[src/rtl/nfc_pkg.sv]
// nfc_pkg: constants, command codes and carrier types for the nor flash host controller
// assumes a 100 MHz system clock and a parallel nor flash with an asynchronous bus
package nfc_pkg;
  localparam int CLK_MHZ = 100;
  localparam int ADDR_W = 20;
  localparam int DATA_W = 16;
  // command addresses and data of the unlock and command bus cycles
  localparam logic [11:0] UNLOCK1_ADDR = 12'h555;
  localparam logic [11:0] UNLOCK2_ADDR = 12'h2AA;
  localparam logic [7:0] UNLOCK1_DATA = 8'hAA;
  localparam logic [7:0] UNLOCK2_DATA = 8'h55;
  localparam logic [7:0] PROG_CMD = 8'hA0;
  localparam logic [7:0] ERASE_SETUP_CMD = 8'h80;
  localparam logic [7:0] SECTOR_ERASE_CMD = 8'h30;
  localparam logic [7:0] CHIP_ERASE_CMD = 8'h10;
  // protect select patterns on address bits 6,3,2,1,0
  localparam logic [4:0] PROTECT_PATTERN = 5'h02;
  localparam logic [4:0] UNPROTECT_PATTERN = 5'h12;
  // status bit positions
  localparam int POLL_BIT = 7;
  localparam int TOGGLE_BIT = 6;
  localparam int SUSP_TOGGLE_BIT = 2;
  // bus phase lengths in ns, reset hold in us, and all in cycles (least times, rounded up)
  localparam int WRITE_PULSE_NS = 35;
  localparam int WRITE_HIGH_NS = 25;
  localparam int READ_ACC_NS = 70;
  localparam int RRB_US = 4;
  localparam int WRITE_PULSE_CYC = (WRITE_PULSE_NS * CLK_MHZ + 999) / 1000;
  localparam int WRITE_HIGH_CYC = (WRITE_HIGH_NS * CLK_MHZ + 999) / 1000;
  localparam int READ_ACC_CYC = (READ_ACC_NS * CLK_MHZ + 999) / 1000;
  localparam int RRB_CYC = RRB_US * CLK_MHZ;
  localparam int TMR_W = 12;
  // software register offsets
  localparam logic [3:0] REG_CTRL = 4'h0;
  localparam logic [3:0] REG_ADDR = 4'h1;
  localparam logic [3:0] REG_DATA = 4'h2;
  localparam logic [3:0] REG_STATUS = 4'h3;
  localparam logic [3:0] REG_IRQ = 4'h4;
  localparam logic [3:0] REG_MASK = 4'h5;
  localparam logic [3:0] REG_RDATA = 4'h6;
  // ctrl op field
  localparam logic [2:0] OP_PROG = 3'h1;
  localparam logic [2:0] OP_SECT = 3'h2;
  localparam logic [2:0] OP_CHIP = 3'h3;
  localparam logic [2:0] OP_READ = 3'h4;
  localparam logic [2:0] OP_PROT = 3'h5;
  localparam logic [2:0] OP_UNPROT = 3'h6;
  localparam logic [1:0] IRQ_RESET = 2'h0;

  typedef struct packed {
    logic [ADDR_W-1:0] addr;
    logic [DATA_W-1:0] data;
  } nfc_cycle_t;

  typedef struct packed {
    logic ce_n;
    logic oe_n;
    logic we_n;
  } nfc_strobe_t;
endpackage : nfc_pkg

[src/rtl/nfc_seq_rom.sv]
// nfc_seq_rom: table of bus cycles for each command sequence, registered read
// assumes the caller holds the index stable for one cycle before using the data
`timescale 1ns/1ps
module nfc_seq_rom (
  input wire logic clk_sys_i, // system clock
  input wire logic ce_i, // clock enable
  input wire logic [2:0] op_i, // operation
  input wire logic [2:0] step_i, // cycle index within sequence
  output nfc_pkg::nfc_cycle_t cyc_o // registered address and data
);
  nfc_pkg::nfc_cycle_t next_cyc;
  nfc_pkg::nfc_cycle_t cyc;

  function automatic nfc_pkg::nfc_cycle_t mk(input logic [11:0] a, input logic [7:0] d);
    mk.addr = {8'h00, a};
    mk.data = {8'h00, d};
  endfunction : mk

  always_comb begin
    next_cyc = mk(nfc_pkg::UNLOCK1_ADDR, nfc_pkg::UNLOCK1_DATA);
    case (step_i)
      3'h0: next_cyc = mk(nfc_pkg::UNLOCK1_ADDR, nfc_pkg::UNLOCK1_DATA);
      3'h1: next_cyc = mk(nfc_pkg::UNLOCK2_ADDR, nfc_pkg::UNLOCK2_DATA);
      3'h2: begin
        if (op_i == nfc_pkg::OP_PROG) begin
          next_cyc = mk(nfc_pkg::UNLOCK1_ADDR, nfc_pkg::PROG_CMD);
        end else begin
          next_cyc = mk(nfc_pkg::UNLOCK1_ADDR, nfc_pkg::ERASE_SETUP_CMD);
        end
      end
      3'h3: next_cyc = mk(nfc_pkg::UNLOCK1_ADDR, nfc_pkg::UNLOCK1_DATA);
      3'h4: next_cyc = mk(nfc_pkg::UNLOCK2_ADDR, nfc_pkg::UNLOCK2_DATA);
      3'h5: begin
        if (op_i == nfc_pkg::OP_CHIP) begin
          next_cyc = mk(nfc_pkg::UNLOCK1_ADDR, nfc_pkg::CHIP_ERASE_CMD);
        end else begin
          next_cyc = mk(12'h000, nfc_pkg::SECTOR_ERASE_CMD);
        end
      end
      default: next_cyc = mk(12'h000, 8'h00);
    endcase
  end

  always_ff @(posedge clk_sys_i) begin
    if (ce_i) begin
      cyc <= next_cyc;
    end
  end

  assign cyc_o = cyc;
endmodule : nfc_seq_rom

[src/rtl/nfc_host.sv]
// nfc_host: host controller that issues program, erase, read and protect cycles to a nor flash
// assumes the flash pins are asynchronous; data and busy inputs are synchronised here
//
// Local design decisions: the strobed register port and the register addresses.
`timescale 1ns/1ps
module nfc_host #(
  parameter int RRB_CYCLES = nfc_pkg::RRB_CYC // reset hold after busy rises
) (
  input wire logic clk_sys_i, // system clock
  input wire logic rst_i, // synchronous reset, high
  input wire logic ce_i, // clock enable
  input wire logic [3:0] addr_i, // register address
  input wire logic [31:0] wdata_i, // register write data
  input wire logic wr_i, // write strobe
  input wire logic rd_i, // read strobe
  output logic [31:0] rdata_o, // read data, cycle after rd_i
  output logic irq_o, // level interrupt
  output logic [nfc_pkg::ADDR_W-1:0] fl_addr_o, // flash address
  output logic [nfc_pkg::DATA_W-1:0] fl_dq_o, // flash data out
  output logic fl_dq_oe_o, // flash data output enable
  input wire logic [nfc_pkg::DATA_W-1:0] fl_dq_i, // flash data in
  output nfc_pkg::nfc_strobe_t fl_strb_o, // chip, output, write enables (low)
  output logic fl_reset_n_o, // flash reset, low
  output logic fl_hv_reset_o, // request high voltage on reset
  input wire logic busy_indicator_n_i // ready high, busy low
);
  typedef enum logic [2:0] {
    ST_IDLE = 3'h0, ST_WLOW = 3'h1, ST_WHIGH = 3'h2, ST_RLOW = 3'h3,
    ST_RHIGH = 3'h4, ST_WAIT = 3'h5, ST_HOLD = 3'h6
  } nfc_st_t;

  nfc_st_t st, next_st;
  logic [2:0] op, next_op;
  logic [2:0] step, next_step;
  logic [nfc_pkg::TMR_W-1:0] tmr, next_tmr;
  logic [nfc_pkg::ADDR_W-1:0] tgt_addr, next_tgt_addr;
  logic [nfc_pkg::DATA_W-1:0] tgt_data, next_tgt_data;
  logic [nfc_pkg::DATA_W-1:0] rdata_q, next_rdata_q;
  logic [nfc_pkg::DATA_W-1:0] prev_q, next_prev_q;
  logic first_rd, next_first_rd;
  logic [3:0] irq_st, next_irq_st;
  logic [3:0] irq_mask, next_irq_mask;
  logic hv, next_hv;
  logic [31:0] rdata, next_rdata;
  nfc_pkg::nfc_strobe_t strb, next_strb;
  logic dq_oe, next_dq_oe;
  logic [nfc_pkg::ADDR_W-1:0] fa, next_fa;
  logic [nfc_pkg::DATA_W-1:0] fd, next_fd;
  logic [nfc_pkg::DATA_W-1:0] dq_s1, dq_s2;
  logic by_s1, by_s2;
  nfc_pkg::nfc_cycle_t rom_cyc;
  logic ev_done, ev_fail;
  logic [2:0] last_step;

  nfc_seq_rom u_rom (
    .clk_sys_i(clk_sys_i),
    .ce_i(ce_i),
    .op_i(op),
    .step_i(step),
    .cyc_o(rom_cyc)
  );

  // two-stage synchronisers for the asynchronous flash inputs
  always_ff @(posedge clk_sys_i) begin
    if (ce_i) begin
      dq_s1 <= fl_dq_i;
      dq_s2 <= dq_s1;
      by_s1 <= busy_indicator_n_i;
      by_s2 <= by_s1;
    end
  end

  function automatic logic is_cmd(input logic [2:0] o);
    is_cmd = (o == nfc_pkg::OP_PROG) || (o == nfc_pkg::OP_SECT) || (o == nfc_pkg::OP_CHIP);
  endfunction : is_cmd

  // address lines 6,3,2,1,0 for the protect cycle
  function automatic logic [nfc_pkg::ADDR_W-1:0] prot_addr(input logic [nfc_pkg::ADDR_W-1:0] a,
                                                           input logic [4:0] p);
    logic [nfc_pkg::ADDR_W-1:0] r;
    r = a;
    r[6] = p[4];
    r[3:0] = p[3:0];
    prot_addr = r;
  endfunction : prot_addr

  assign last_step = (op == nfc_pkg::OP_PROG) ? 3'h3 : 3'h5;

  always_comb begin
    next_st = st;
    next_op = op;
    next_step = step;
    next_tmr = tmr;
    next_tgt_addr = tgt_addr;
    next_tgt_data = tgt_data;
    next_rdata_q = rdata_q;
    next_prev_q = prev_q;
    next_first_rd = first_rd;
    next_hv = hv;
    next_strb = strb;
    next_dq_oe = dq_oe;
    next_fa = fa;
    next_fd = fd;
    ev_done = 1'b0;
    ev_fail = 1'b0;
    case (st)
      ST_IDLE: begin
        next_strb = '{ce_n: 1'b1, oe_n: 1'b1, we_n: 1'b1};
        next_dq_oe = 1'b0;
        if (wr_i && addr_i == nfc_pkg::REG_CTRL && wdata_i[2:0] != 3'h0) begin
          next_op = wdata_i[2:0];
          next_step = 3'h0;
          next_hv = wdata_i[3];
          next_first_rd = 1'b1;
          next_tmr = '0;
          next_st = (wdata_i[2:0] == nfc_pkg::OP_READ) ? ST_RLOW : ST_WHIGH;
        end
      end
      ST_WHIGH: begin
        // write strobe high phase; also lets the table register settle
        next_strb.we_n = 1'b1;
        next_tmr = tmr + 1'b1;
        if (tmr >= nfc_pkg::TMR_W'(nfc_pkg::WRITE_HIGH_CYC)) begin
          next_tmr = '0;
          next_st = ST_WLOW;
          next_dq_oe = 1'b1;
          if (op == nfc_pkg::OP_PROT || op == nfc_pkg::OP_UNPROT) begin
            next_fa = prot_addr(tgt_addr, op == nfc_pkg::OP_PROT ? nfc_pkg::PROTECT_PATTERN
                                                             : nfc_pkg::UNPROTECT_PATTERN);
            next_fd = tgt_data;
          end else if (op == nfc_pkg::OP_PROG && step == 3'h3) begin
            next_fa = tgt_addr;
            next_fd = tgt_data;
          end else if (op == nfc_pkg::OP_SECT && step == 3'h5) begin
            next_fa = tgt_addr;
            next_fd = rom_cyc.data;
          end else begin
            next_fa = rom_cyc.addr;
            next_fd = rom_cyc.data;
          end
          // address and data change on the same edge as both enables fall, data held past both rises
          next_strb = '{ce_n: 1'b0, oe_n: 1'b1, we_n: 1'b0};
        end
      end
      ST_WLOW: begin
        next_tmr = tmr + 1'b1;
        if (tmr >= nfc_pkg::TMR_W'(nfc_pkg::WRITE_PULSE_CYC)) begin
          next_tmr = '0;
          next_strb = '{ce_n: 1'b1, oe_n: 1'b1, we_n: 1'b1};
          if (!is_cmd(op) || step == last_step) begin
            next_st = ST_WAIT;
          end else begin
            next_step = step + 3'h1;
            next_st = ST_WHIGH;
          end
        end
      end
      ST_WAIT: begin
        // data bus is released after the rise so the device never sees a moving value
        next_dq_oe = 1'b0;
        next_tmr = tmr + 1'b1;
        if (tmr >= nfc_pkg::TMR_W'(4) && by_s2) begin
          next_tmr = '0;
          next_st = hv ? ST_HOLD : ST_RLOW;
        end
      end
      ST_HOLD: begin
        next_tmr = tmr + 1'b1;
        if (tmr >= nfc_pkg::TMR_W'(RRB_CYCLES)) begin
          next_tmr = '0;
          next_hv = 1'b0;
          next_st = ST_RLOW;
        end
      end
      ST_RLOW: begin
        // each poll is a fresh enable pulse so the device advances its toggles
        next_fa = tgt_addr;
        next_strb = '{ce_n: 1'b0, oe_n: 1'b0, we_n: 1'b1};
        next_dq_oe = 1'b0;
        next_tmr = tmr + 1'b1;
        if (tmr >= nfc_pkg::TMR_W'(nfc_pkg::READ_ACC_CYC + 2)) begin
          next_tmr = '0;
          next_prev_q = rdata_q;
          next_rdata_q = dq_s2;
          next_st = ST_RHIGH;
        end
      end
      ST_RHIGH: begin
        next_strb = '{ce_n: 1'b1, oe_n: 1'b1, we_n: 1'b1};
        next_tmr = tmr + 1'b1;
        if (tmr >= nfc_pkg::TMR_W'(nfc_pkg::WRITE_HIGH_CYC)) begin
          next_tmr = '0;
          if (op == nfc_pkg::OP_READ || !is_cmd(op)) begin
            ev_done = 1'b1;
            next_st = ST_IDLE;
          end else if (!first_rd && prev_q[nfc_pkg::TOGGLE_BIT] == rdata_q[nfc_pkg::TOGGLE_BIT]) begin
            // toggle stopped: for a program, check the polling bit against the written value
            ev_done = 1'b1;
            ev_fail = (op == nfc_pkg::OP_PROG) &&
                      (rdata_q[nfc_pkg::POLL_BIT] != tgt_data[nfc_pkg::POLL_BIT]);
            next_st = ST_IDLE;
          end else begin
            // first poll of an operation has nothing to compare against yet
            next_first_rd = 1'b0;
            next_st = ST_RLOW;
          end
        end
      end
      default: next_st = ST_IDLE;
    endcase
    if (wr_i && addr_i == nfc_pkg::REG_ADDR && st == ST_IDLE) begin
      next_tgt_addr = wdata_i[nfc_pkg::ADDR_W-1:0];
    end
    if (wr_i && addr_i == nfc_pkg::REG_DATA && st == ST_IDLE) begin
      next_tgt_data = wdata_i[nfc_pkg::DATA_W-1:0];
    end
  end

  // registers only; prev_q takes the old sample as rdata_q takes the new one
  always_ff @(posedge clk_sys_i) begin
    if (rst_i) begin
      st <= ST_IDLE;
      op <= 3'h0;
      step <= 3'h0;
      tmr <= '0;
      tgt_addr <= '0;
      tgt_data <= '0;
      rdata_q <= '0;
      prev_q <= '0;
      first_rd <= 1'b1;
      hv <= 1'b0;
      strb <= '{ce_n: 1'b1, oe_n: 1'b1, we_n: 1'b1};
      dq_oe <= 1'b0;
      fa <= '0;
      fd <= '0;
    end else if (ce_i) begin
      st <= next_st;
      op <= next_op;
      step <= next_step;
      tmr <= next_tmr;
      tgt_addr <= next_tgt_addr;
      tgt_data <= next_tgt_data;
      rdata_q <= next_rdata_q;
      prev_q <= next_prev_q;
      first_rd <= next_first_rd;
      hv <= next_hv;
      strb <= next_strb;
      dq_oe <= next_dq_oe;
      fa <= next_fa;
      fd <= next_fd;
    end
  end

  // register file: bit0 done, bit1 fail, bit2 busy seen, bit3 reserved
  always_comb begin
    next_irq_st = irq_st;
    next_irq_mask = irq_mask;
    next_rdata = 32'h0000_0000;
    if (wr_i && addr_i == nfc_pkg::REG_IRQ) begin
      next_irq_st = irq_st & ~wdata_i[3:0];
    end
    if (wr_i && addr_i == nfc_pkg::REG_MASK) begin
      next_irq_mask = wdata_i[3:0];
    end
    // set wins over a clear in the same cycle
    next_irq_st = next_irq_st | {1'b0, (st == ST_WAIT && !by_s2), ev_fail, ev_done};
    if (rd_i) begin
      case (addr_i)
        nfc_pkg::REG_CTRL: next_rdata = {28'h0, hv, op};
        nfc_pkg::REG_ADDR: next_rdata = {12'h000, tgt_addr};
        nfc_pkg::REG_DATA: next_rdata = {16'h0000, tgt_data};
        nfc_pkg::REG_STATUS: next_rdata = {27'h0, by_s2, st != ST_IDLE, st};
        nfc_pkg::REG_IRQ: next_rdata = {28'h0, irq_st};
        nfc_pkg::REG_MASK: next_rdata = {28'h0, irq_mask};
        nfc_pkg::REG_RDATA: next_rdata = {16'h0000, rdata_q};
        default: next_rdata = 32'h0000_0000;
      endcase
    end
  end

  always_ff @(posedge clk_sys_i) begin
    if (rst_i) begin
      irq_st <= 4'h0;
      irq_mask <= 4'h0;
      rdata <= 32'h0000_0000;
    end else if (ce_i) begin
      irq_st <= next_irq_st;
      irq_mask <= next_irq_mask;
      rdata <= next_rdata;
    end
  end

  assign rdata_o = rdata;
  assign irq_o = |(irq_st & irq_mask);
  assign fl_addr_o = fa;
  assign fl_dq_o = fd;
  assign fl_dq_oe_o = dq_oe;
  assign fl_strb_o = strb;
  assign fl_reset_n_o = ~rst_i;
  assign fl_hv_reset_o = hv;

  a_write_pulse: assert property (@(posedge clk_sys_i) disable iff (rst_i)
    $fell(strb.we_n) |-> (!strb.ce_n && dq_oe && !strb.we_n) [*4])
    else $error("write pulse too short or enables apart");
  a_read_no_drive: assert property (@(posedge clk_sys_i) disable iff (rst_i)
    !strb.oe_n |-> !dq_oe)
    else $error("data driven during read");
  a_prot_pattern: assert property (@(posedge clk_sys_i) disable iff (rst_i)
    (op == nfc_pkg::OP_PROT && !strb.we_n) |-> (fa[6] == 1'b0 && fa[3:0] == 4'h2))
    else $error("protect address pattern wrong");
  a_unprot_pattern: assert property (@(posedge clk_sys_i) disable iff (rst_i)
    (op == nfc_pkg::OP_UNPROT && !strb.we_n) |-> (fa[6] == 1'b1 && fa[3:0] == 4'h2))
    else $error("unprotect address pattern wrong");
  a_hv_hold: assert property (@(posedge clk_sys_i) disable iff (rst_i || !ce_i)
    ($fell(hv) && !$past(rst_i)) |-> ($past(st) == ST_HOLD && $past(tmr) >= nfc_pkg::TMR_W'(RRB_CYCLES)))
    else $error("high voltage dropped early");
  a_busy_wait: assert property (@(posedge clk_sys_i) disable iff (rst_i)
    (st == ST_WAIT && !by_s2) |=> st == ST_WAIT)
    else $error("left wait while busy");
  a_prog_last: assert property (@(posedge clk_sys_i) disable iff (rst_i)
    (op == nfc_pkg::OP_PROG && step == 3'h2 && !strb.we_n) |-> fd[7:0] == nfc_pkg::PROG_CMD)
    else $error("program command missing");
  a_erase_last: assert property (@(posedge clk_sys_i) disable iff (rst_i)
    (op == nfc_pkg::OP_CHIP && step == 3'h5 && !strb.we_n) |-> fd[7:0] == nfc_pkg::CHIP_ERASE_CMD)
    else $error("chip erase command missing");
endmodule : nfc_host

[config.mk]
export PLATFORM = sky130hd
export DESIGN_NAME = nfc_host
export DESIGN_NICKNAME = d
export VERILOG_FILES = /design/src/rtl/nfc_pkg.sv /design/src/rtl/nfc_seq_rom.sv /design/src/rtl/nfc_host.sv
export SDC_FILE = /design/constraint.sdc
export NUM_CORES = 1
export LEC_CHECK = 0
export BUFFER_PORTS_ARGS = -buffer_cell sky130_fd_sc_hd__buf_2
export CORE_AREA = 2 2 140 108
export CTS_CLUSTER_DIAMETER = 40
export DETAILED_ROUTE_END_ITERATION = 8
export DIE_AREA = 0 0 142 110
export HOLD_SLACK_MARGIN = 0.03
export PLACE_DENSITY_LB_ADDON = 0.12
export SETUP_SLACK_MARGIN = 0.02
export SLEW_MARGIN = 20
export SYNTH_ARGS = -nofsm -noshare
export SYNTH_HDL_FRONTEND = slang
export SYNTH_HIERARCHICAL = 1
export SYNTH_SLANG_ARGS = --single-unit
[constraint.sdc]
create_clock -name clk_sys_i -period 3.55 [get_ports clk_sys_i]
set_input_delay 0.355 -clock clk_sys_i [delete_from_list [all_inputs] [get_ports clk_sys_i]]
set_output_delay 0.355 -clock clk_sys_i [all_outputs]
set_load 0.02 [all_outputs]
==> qor.csv, run 1 <==
metric,value,unit
# rows,38,
Synth Flop Type,dfxtp_1,
Synth async-reset ratio,0,
leak pwr,3.69,nW
crit path kind,reg2reg,
Layout fillers,1175,
Crit. End Element,flip-flop,
number of I/O pins,133,
Core ar.,14200,um^2
ratio of cells with drive above 1 in the final layout,0.189,
Area Overhead vs Synth,12.0,%
FF+latch area,4080,um^2
vias per inst,5.72,
"Arr. time, crit path",2830,ps
Remaining DRCs,0,
crit-path max FO,9,
mean post-synth cell area,9.38,um^2
Starting DRT DRC Count,543,
pin count of the biggest net entering global routing,78,
status,completed,
period utilization,0.697,
CTS tree,yes,
DP Area,8970,um^2
maxcap violations,0,
Post-Route WL,20.4,mm
PwrDens,450,nW/um^2
CP max stage cell,nor4_1,
"Distinct cells, synth",85,
grt total ovfl,0,
Tot GR Track Use,0.263,
final max-slew violation count,0,
CP max stage delay,750,ps
initial antenna violation count,0,
Max VDD drop,0.000372,V
critical path required time,3910,ps
Max Buffers Root-to-Sink,2,
mapped cell area,8560,um^2
Die Y,110,um
CP Cell Sequence,nor4_1 -> nand3_1 -> a211oi_4 -> o31ai_4 -> a21oi_2,
Clock Skew,8.27,ps
Worst-path clk slew,70,ps
Final setup viols,0,
Max Freq,404,MHz
"commonest cells after routing, fill and taps aside","dfxtp_1, nor2_1, buf_2, nand2_1, a21oi_1",
final net count,1038,
setup bufs post-CTS,0,
worst min-delay path category,in2reg,
Syn Inst Count,912,
warnings from Yosys,6,
Routed Antenna Nets,0,
"EDFF count, synth",40,
Initial Utilization,0.602,
"Seq/Total Area, Yosys",0.477,
Pre-antenna DRT Iters,5,
Vias,6666,
vias in the first global route,5683,
Max transition margin,0.348,
die area,15600,um^2
worst skew pair latency,430,ps
multi-input logic area,3930,um^2
first-pass GRT wire length,31.5,mm
H-tree levels,4,
DIE WIDTH,142,um
post-DR wirelength/cell,17.5,um
Setup Total Neg Slack,0,ps
RSZ-0062 raised after global routing,no,
# clock sinks,184,
minimum clock period,2470,ps
CP Launch Type,flip-flop,
Synth Register Bits,184,
fin area,9580,um^2
CTS Buf Count,17,
"commonest non-fill, non-tap cell in the layout",dfxtp_1,
# diodes,0,
post-CTS resize count,0,
IO Port Bufs,108,
Hold Buf Count CTS,0,
"Hold Vio Cnt, Final",0,
post-DP HPWL,14.3,mm
CTS Root Cell,clkbuf_16,
GPL Wtd Cong,0.911,
Slew @ Worst Pin,977,ps
state kept, by name, indices dropped and copies added, names as in the netlist, 3 cells and up:
register,count
rdata_q,16
dq_s1,16
irq_st,4
tgt_addr,20
rdata_o,20
u_rom/cyc_o,6
step,3
tgt_data,16
fl_dq_o,16
tmr,12
st,3
fl_strb_o,3
irq_mask,4
fl_addr_o,20
dq_s2,16
op,3
cells by family (layout without fill, tap and decap cells):
| logic type | count (synthesis) | in the layout | synth area share |
|---|---|---|---|
| other | 2 | 29 | 0.000878 |
| buffers and inverters | 126 | 173 | 0.0798 |
| xor gates and xnor gates | 12 | 12 | 0.0123 |
| muxes | 58 | 58 | 0.0678 |
| adders and majority gates | 7 | 7 | 0.0102 |
| DFF | 184 | 184 | 0.477 |
| AOI/OAI and AO/OA | 202 | 202 | 0.171 |
| and+or+nand+nor | 321 | 321 | 0.181 |
power by group:
part | internal (mW) | switching [mW] | leakage [nW] | total (mW)
combinational | 0.0530 | 0.130 | 1.85 | 0.183
sequential | 2.17 | 0.0154 | 1.54 | 2.19
clock | 1.07 | 0.865 | 0.294 | 1.94
final timing paths:
path              startpoint  slack [ps]       end  cells past startpoint
setup / recovery      tmr[3]        1080   tmr[10]                      5
setup reg to reg      tmr[3]        1080   tmr[10]                      5
hold reg to reg     dq_s1[5]         420  dq_s2[5]                      0
hold / removal    fl_dq_i[6]          90  dq_s1[6]                      1
cells in the mapped netlist, drive strengths merged (8+ instances only):
| library cell | number | area (um^2) |
|---|---|---|
| nand2b | 8 | 50.1 |
| nand2 | 103 | 389 |
| dfxtp | 144 | 2880 |
| xnor2 | 9 | 78.8 |
| nor3 | 9 | 56.3 |
| clkbuf | 42 | 159 |
| a21oi | 64 | 332 |
| a22oi | 19 | 143 |
| edfxtp | 40 | 1200 |
| buf | 67 | 460 |
| nand3 | 13 | 65.1 |
| nor4 | 13 | 96.3 |
| nor2b | 8 | 50.1 |
| a211oi | 32 | 253 |
| o21ai | 15 | 75.1 |
| mux2i | 58 | 581 |
| nor2 | 118 | 450 |
| inv | 16 | 60.1 |
per-layer routing:
layer  part of all wire  track usage  routed length, um  vias to the layer above
met2               0.41        0.350               8250                      260
met5                  0            0                  0                        -
met4             0.0063       0.0586                129                        0
met1               0.50        0.426              10200                     3065
met3              0.085       0.0618               1730                        9
li1                   -            -                  -                     3332
critical path, delay by kind of cell, from the launching register on:
family | cells | cell delay [ps]
simple gates | 2 | 1130
compound gates | 3 | 850
flops | 1 | 410
final cells by class:
class,instances,share of cell area
Clock buffer,17,0.0444
Sequential cell,184,0.426
Inverter,17,0.00666
Tap cell,180,0.0235
Multi-Input combinational cell,629,0.411
Clock inverter,15,0.0195
Timing Repair Buffer,124,0.0692
through the flow:
stage | total power, mW | utilization | instances | hold slack [ps] | setup slack [ps]
3_5_place_dp | 2.42 | 0.631 | 1134 | 405 | 1050
5_1_grt | 4.45 | 0.674 | 1166 | 78.1 | 867
4_1_cts | 4.33 | 0.674 | 1166 | 80.6 | 1150
6_report | 4.31 | 0.674 | 1166 | 92.6 | 1080
3_3_place_gp | 2.42 | 0.631 | 1134 | 401 | 1070
2_1_floorplan | 2.37 | - | 939 | 400 | 1520
No activity file was read; power rests on OpenSTA's default activity.
==> inputs of run 2 (changes only) <==
Settings changed: ABC_AREA set to 1, CORE_AREA 2 2 140 108 to 2 2 153 118, DIE_AREA 0 0 142 110 to 0 0 155 120.
Clock period 3.55 ns to 2 ns, I/O delays scaled along.
==> run 2 against run 1 <==
Utilization fell by 9.2 points. Highest routed layer unchanged. Largest power group unchanged. Clock power increased by 77%. Critical endpoint is now fl_addr_o[4]. Cell area grew 4.3%. Final cell count rose by 24%.
==> qor.csv, run 2 <==
metric,value,unit
Reg2Reg Setup Slack,210,ps
leak pwr,4.30,nW
DIE WIDTH,155,um
Routed Antenna Nets,0,
number of I/O pins,133,
"Cell Count, Final, Fillers Out",1446,
Starting DRT DRC Count,591,
worst min-delay path category,in2reg,
R2R cell count,8,
vias per inst,5.17,
"commonest cells after routing, fill and taps aside","nand2_1, dfxtp_1, nor2_1, a21oi_1, buf_2",
Die Y,120,um
post-DP HPWL,16.1,mm
CTS Buf Count,17,
Synth Register Bits,184,
CP Cell Sequence,inv_1 -> ha_1 -> nand2_4 -> o211ai_4 -> inv_4 -> nand2_4 -> nand2_1 -> a31oi_1,
Placed Cells,1386,
initial antenna violation count,0,
status,completed,
most frequent cell after synthesis,nand2_1,
Max Freq,557,MHz
worst skew pair latency,440,ps
final max-slew violation count,0,
Hold Buf Count CTS,28,
RSZ-0062 raised after global routing,no,
hold endpoint,tgt_data[5],
Tot GR Track Use,0.249,
Syn Inst Count,1094,
vias in the first global route,6760,
Final setup viols,0,
Reg-to-Reg End,fl_addr_o[4],
CTS tree,yes,
CTS Root Cell,clkbuf_16,
Layout fillers,1600,
Slew @ Worst Pin,605,ps
GPL Wtd Cong,0.996,
CP Launch Type,flip-flop,
crit path kind,reg2reg,
area share of the largest cell type after synthesis,0.337,
die area,18600,um^2
"CP delay by family, top",flip-flops,
Max Buffers Root-to-Sink,2,
Pre-antenna DRT Iters,5,
Crit. End Element,flip-flop,
warnings from Yosys,6,
Max VDD drop,0.000617,V
ratio of cells with drive above 1 in the final layout,0.171,
Remaining DRCs,0,
Clock Skew,14.8,ps
critical path required time,2320,ps
Worst path most repeated cell,nand2_4,
period utilization,0.897,
first-pass GRT wire length,35.9,mm
"commonest non-fill, non-tap cell in the layout",nand2_1,
post-DR wirelength/cell,15.8,um
Core ar.,17200,um^2
Bufs and invs on worst path,2,
# diodes,0,
# rows,42,
Synth async-reset ratio,0,
Worst-path clk slew,70,ps
"top cells by count, synth","nand2_1, dfxtp_1, nor2_1",
pin count of the biggest net entering global routing,51,
setup bufs post-CTS,0,
worst hold start,wdata_i[5],
Initial Utilization,0.497,
grt total ovfl,0,
hold path cells,3,
"Hold Vio Cnt, Final",0,
"Seq/Total Area, Yosys",0.478,
Vias,7472,
dominant cell type by area after synthesis,dfxtp_1,
CP Depth,8,
post-CTS resize count,0,
minimum clock period,1790,ps
Max transition margin,0.597,
RR Startpoint,step[2],
"EDFF count, synth",40,
"Arr. time, crit path",2110,ps
mapped cell area,8540,um^2
ranking of synthesized cells by area,"dfxtp_1, edfxtp_1, nand2_1",
CP max stage delay,530,ps
H-tree levels,4,
PwrDens,833,nW/um^2
final net count,1278,
Area Overhead vs Synth,17.0,%
Post-Route WL,22.8,mm
Synth Flop Type,dfxtp_1,
CP max stage cell,dfxtp_1,
mean post-synth cell area,7.81,um^2
# clock sinks,184,
Setup Total Neg Slack,0,ps
crit-path max FO,17,
"Distinct cells, synth",43,
maxcap violations,0,
IO Port Bufs,108,
-- run 2: cell type report --
| type | instances | area, um^2 | share of cell area |
|---|---|---|---|
| tap | 220 | 275 | 0.0275 |
| clock inverter | 11 | 143 | 0.0143 |
| clock buffer | 21 | 450 | 0.0451 |
| sequential | 184 | 4080 | 0.409 |
| timing repair buffer | 160 | 1040 | 0.104 |
| multi-input combinational | 735 | 3570 | 0.357 |
| inverter | 115 | 434 | 0.0434 |
-- run 2: cell families after synthesis --
logic type,after synthesis,synth area share
other,2,0.000879
flip-flops,184,0.478
buffers and inverters,202,0.116
AND/OR/NAND/NOR,422,0.215
AO/OA/AOI/OAI,271,0.174
adder cells (fa/ha/maj),7,0.0102
XOR/XNOR,6,0.00615
-- run 2: per-stage QoR --
| step | utilization | total power, mW | instance area, um^2 | worst slack, ps | hold WS (ps) |
|---|---|---|---|---|---|
| 2_1_floorplan | - | 4.69 | 8650 | 381 | 299 |
| 3_3_place_gp | 0.531 | 4.91 | 9120 | 270 | 376 |
| 3_5_place_dp | 0.531 | 4.92 | 9120 | 228 | 378 |
| 4_1_cts | 0.582 | 8.35 | 9990 | 228 | 35.1 |
| 5_1_grt | 0.582 | 8.63 | 9990 | 37.7 | 43.2 |
| 6_report | 0.582 | 8.32 | 9990 | 206 | 52.1 |
-- run 2: report_power, final --
| part | switching [mW] | total (mW) | internal, mW |
|---|---|---|---|
| registers | 0.0750 | 4.00 | 3.92 |
| logic | 0.609 | 0.899 | 0.290 |
| clock network | 1.53 | 3.43 | 1.90 |
-- run 2: layer usage --
layer / vias to the layer above / GRT usage / routed length [um]
met5: - / 0 / 0
met3: 24 / 0.0448 / 1290
met1: 3409 / 0.363 / 11400
met4: 0 / 0.0700 / 306
met2: 229 / 0.378 / 9830
li1: 3810 / - / -
-- run 2: worst max-delay path by stage --
stage          startpoint            end  slack (ps)
2_1_floorplan     step[0]  fl_addr_o[10]         380
3_3_place_gp       tmr[1]      prev_q[6]         270
3_5_place_dp      step[2]   fl_addr_o[5]         230
4_1_cts            tmr[1]      prev_q[6]         230
5_1_grt            tmr[1]      prev_q[6]          40
6_report          step[2]   fl_addr_o[4]         210
-- run 2: tightest hold or removal path, cell delays in order --
cell	delay, ps
buf_2	120
nor2_1	50
nor2_1	90
==> inputs of run 3 (changes only) <==
--- a/config.mk
+++ b/config.mk
@@ -14,5 +14,5 @@
 export HOLD_SLACK_MARGIN = 0.03
 export PLACE_DENSITY_LB_ADDON = 0.12
-export SETUP_SLACK_MARGIN = 0.02
+export SETUP_SLACK_MARGIN = 0.4
 export SLEW_MARGIN = 20
 export SYNTH_ARGS = -nofsm -noshare
==> constraint.sdc (replaced) <==
create_clock -name clk_sys_i -period 2 [get_ports clk_sys_i]
set_input_delay 0.4 -clock clk_sys_i [delete_from_list [all_inputs] [get_ports clk_sys_i]]
set_output_delay 0.4 -clock clk_sys_i [all_outputs]
set_load 0.02 [all_outputs]
==> run 3 against run 2 <==
Non-clock buffer count is 32 higher. Final cell count is 2.4% higher. Clock power is 5% higher. Hold slack better by 76 ps. Flip-flop and latch count stayed put. Clock skew is 2.6 ps lower. Combinational power is 18% higher. Largest cell class is now multi-input combinational cells. Largest power group unchanged.
==> qor.csv, run 3 (synthesized netlist as in run 2, its figures left out) <==
metric,value,unit
CTS Buf Count,17,
DP Worst Slack,180,ps
final core occ,0.651,
Clock Skew,12.3,ps
Core ar.,17200,um^2
Starting DRT DRC Count,686,
Slew @ Worst Pin,631,ps
"commonest cells after routing, fill and taps aside","nand2_1, dfxtp_1, buf_2, nor2_1, a21oi_1",
grt total ovfl,0,
status,completed,
Max VDD drop,0.000581,V
Initial Utilization,0.497,
Remaining DRCs,0,
initial antenna violation count,0,
Max Buffers Root-to-Sink,2,
"Cell Count, Final, Fillers Out",1481,
Tot GR Track Use,0.255,
multi-input logic area,4200,um^2
CP Launch Type,flip-flop,
# diodes,0,
Area Overhead vs Synth,30.9,%
worst min-delay path category,in2reg,
crit path kind,reg2out,
final max-slew violation count,0,
Post-Route WL,25.1,mm
"commonest non-fill, non-tap cell in the layout",nand2_1,
critical path required time,1600,ps
die area,18600,um^2
PwrDens,775,nW/um^2
post-DP HPWL,16.3,mm
Crit. End Element,output port,
vias in the first global route,6877,
crit-path max FO,2,
pin count of the biggest net entering global routing,51,
Routed Antenna Nets,0,
final net count,1313,
first-pass GRT wire length,36.6,mm
vias per inst,5.38,
Final setup viols,0,
CTS Root Cell,clkbuf_16,
RSZ-0062 raised after global routing,yes,
hold_ws,128,ps
ratio of cells with drive above 1 in the final layout,0.319,
Layout fillers,1446,
period utilization,0.837,
Setup WS post-layout,327,ps
leak pwr,4.69,nW
Setup Total Neg Slack,0,ps
GPL Wtd Cong,0.926,
DIE WIDTH,155,um
minimum clock period,1670,ps
"Arr. time, crit path",1270,ps
# clock sinks,184,
CTS tree,yes,
Max Freq,598,MHz
# rows,42,
worst skew pair latency,440,ps
Worst-path clk slew,70,ps
FF+latch area,4150,um^2
H-tree levels,4,
number of I/O pins,133,
Die Y,120,um
Hold Buf Count CTS,0,
maxcap violations,0,
post-DR wirelength/cell,17.0,um
Max transition margin,0.579,
Placed Cells,1388,
"Hold Vio Cnt, Final",0,
IO Port Bufs,108,
Vias,7975,
Pre-antenna DRT Iters,6,
## run 3: changes by cell type in the layout (fill, tap and decap cells not counted), moves of 12 or more
cell | before | now
nor2_1 | 120 | 107
o21ai_0 | 72 | 60
inv_1 | 98 | 83
buf_4 | 21 | 56
dfxtp_4 | 0 | 15
nand2_1 | 194 | 181
dlygate4sd3_1 | 28 | 0
dfxtp_1 | 144 | 121
a21oi_2 | 2 | 25
o21ai_2 | 0 | 17
nor2_4 | 3 | 16
a21oi_1 | 114 | 89
## run 3: cell type report
cell class              count  share of cell area
multi-input cells         737               0.376
flip-flops and latches    184               0.371
repair buffers            192               0.130
clock buffers              21              0.0416
inverters                 115              0.0415
well taps                 220              0.0246
clock inverters            11              0.0147
repair inverters            1            0.000336
## run 3: path summary, 6_finish.rpt
check	from	endpoint	slack, ps	depth (start not counted)
max	irq_mask[0]	irq_o	330	5
min	fl_dq_i[4]	dq_s1[4]	130	1
max reg2reg	tmr[0]	st[2]	370	12
min reg2reg	dq_s1[12]	dq_s2[12]	420	0
## run 3: report_power, final
| part | total, mW | internal [mW] | switching [mW] |
|---|---|---|---|
| logic | 1.06 | 0.360 | 0.699 |
| clock network | 3.59 | 2.08 | 1.51 |
| registers | 4.02 | 3.92 | 0.0978 |
| total | 8.67 | 6.36 | 2.31 |
## run 3: metal layers
metal / GRT usage / vias to the layer above / wire, um
li1: - / 3896 / -
met3: 0.0545 / 30 / 1920
met2: 0.382 / 327 / 11300
met4: 0.0735 / 0 / 355
met5: 0 / - / 0
met1: 0.370 / 3722 / 11600
## run 3: worst max-delay path, cell delays in order, from the launching register on
cell and delay, ps:
dfxtp_2 320, inv_2 40, o22ai_2 150, a21oi_1 60
o21ai_1 100, buf_4 170
## run 3: stage by stage
stage	total power, mW	area (um^2)
floorplan	4.69	8650
global placement	4.93	9150
detailed placement	4.93	9150
CTS	8.53	10100
global route	8.96	11200
finish	8.67	11200
## run 3: repair_timing
item | CTS | global route
setup endpoints to repair | 64 | 107
endpoints found under the hold margin | 0 | 0
setup buffers | 17 | 30
pin swaps | 5 | 58
gates cloned | 5 | 9
gates resized for setup | 58 | 173
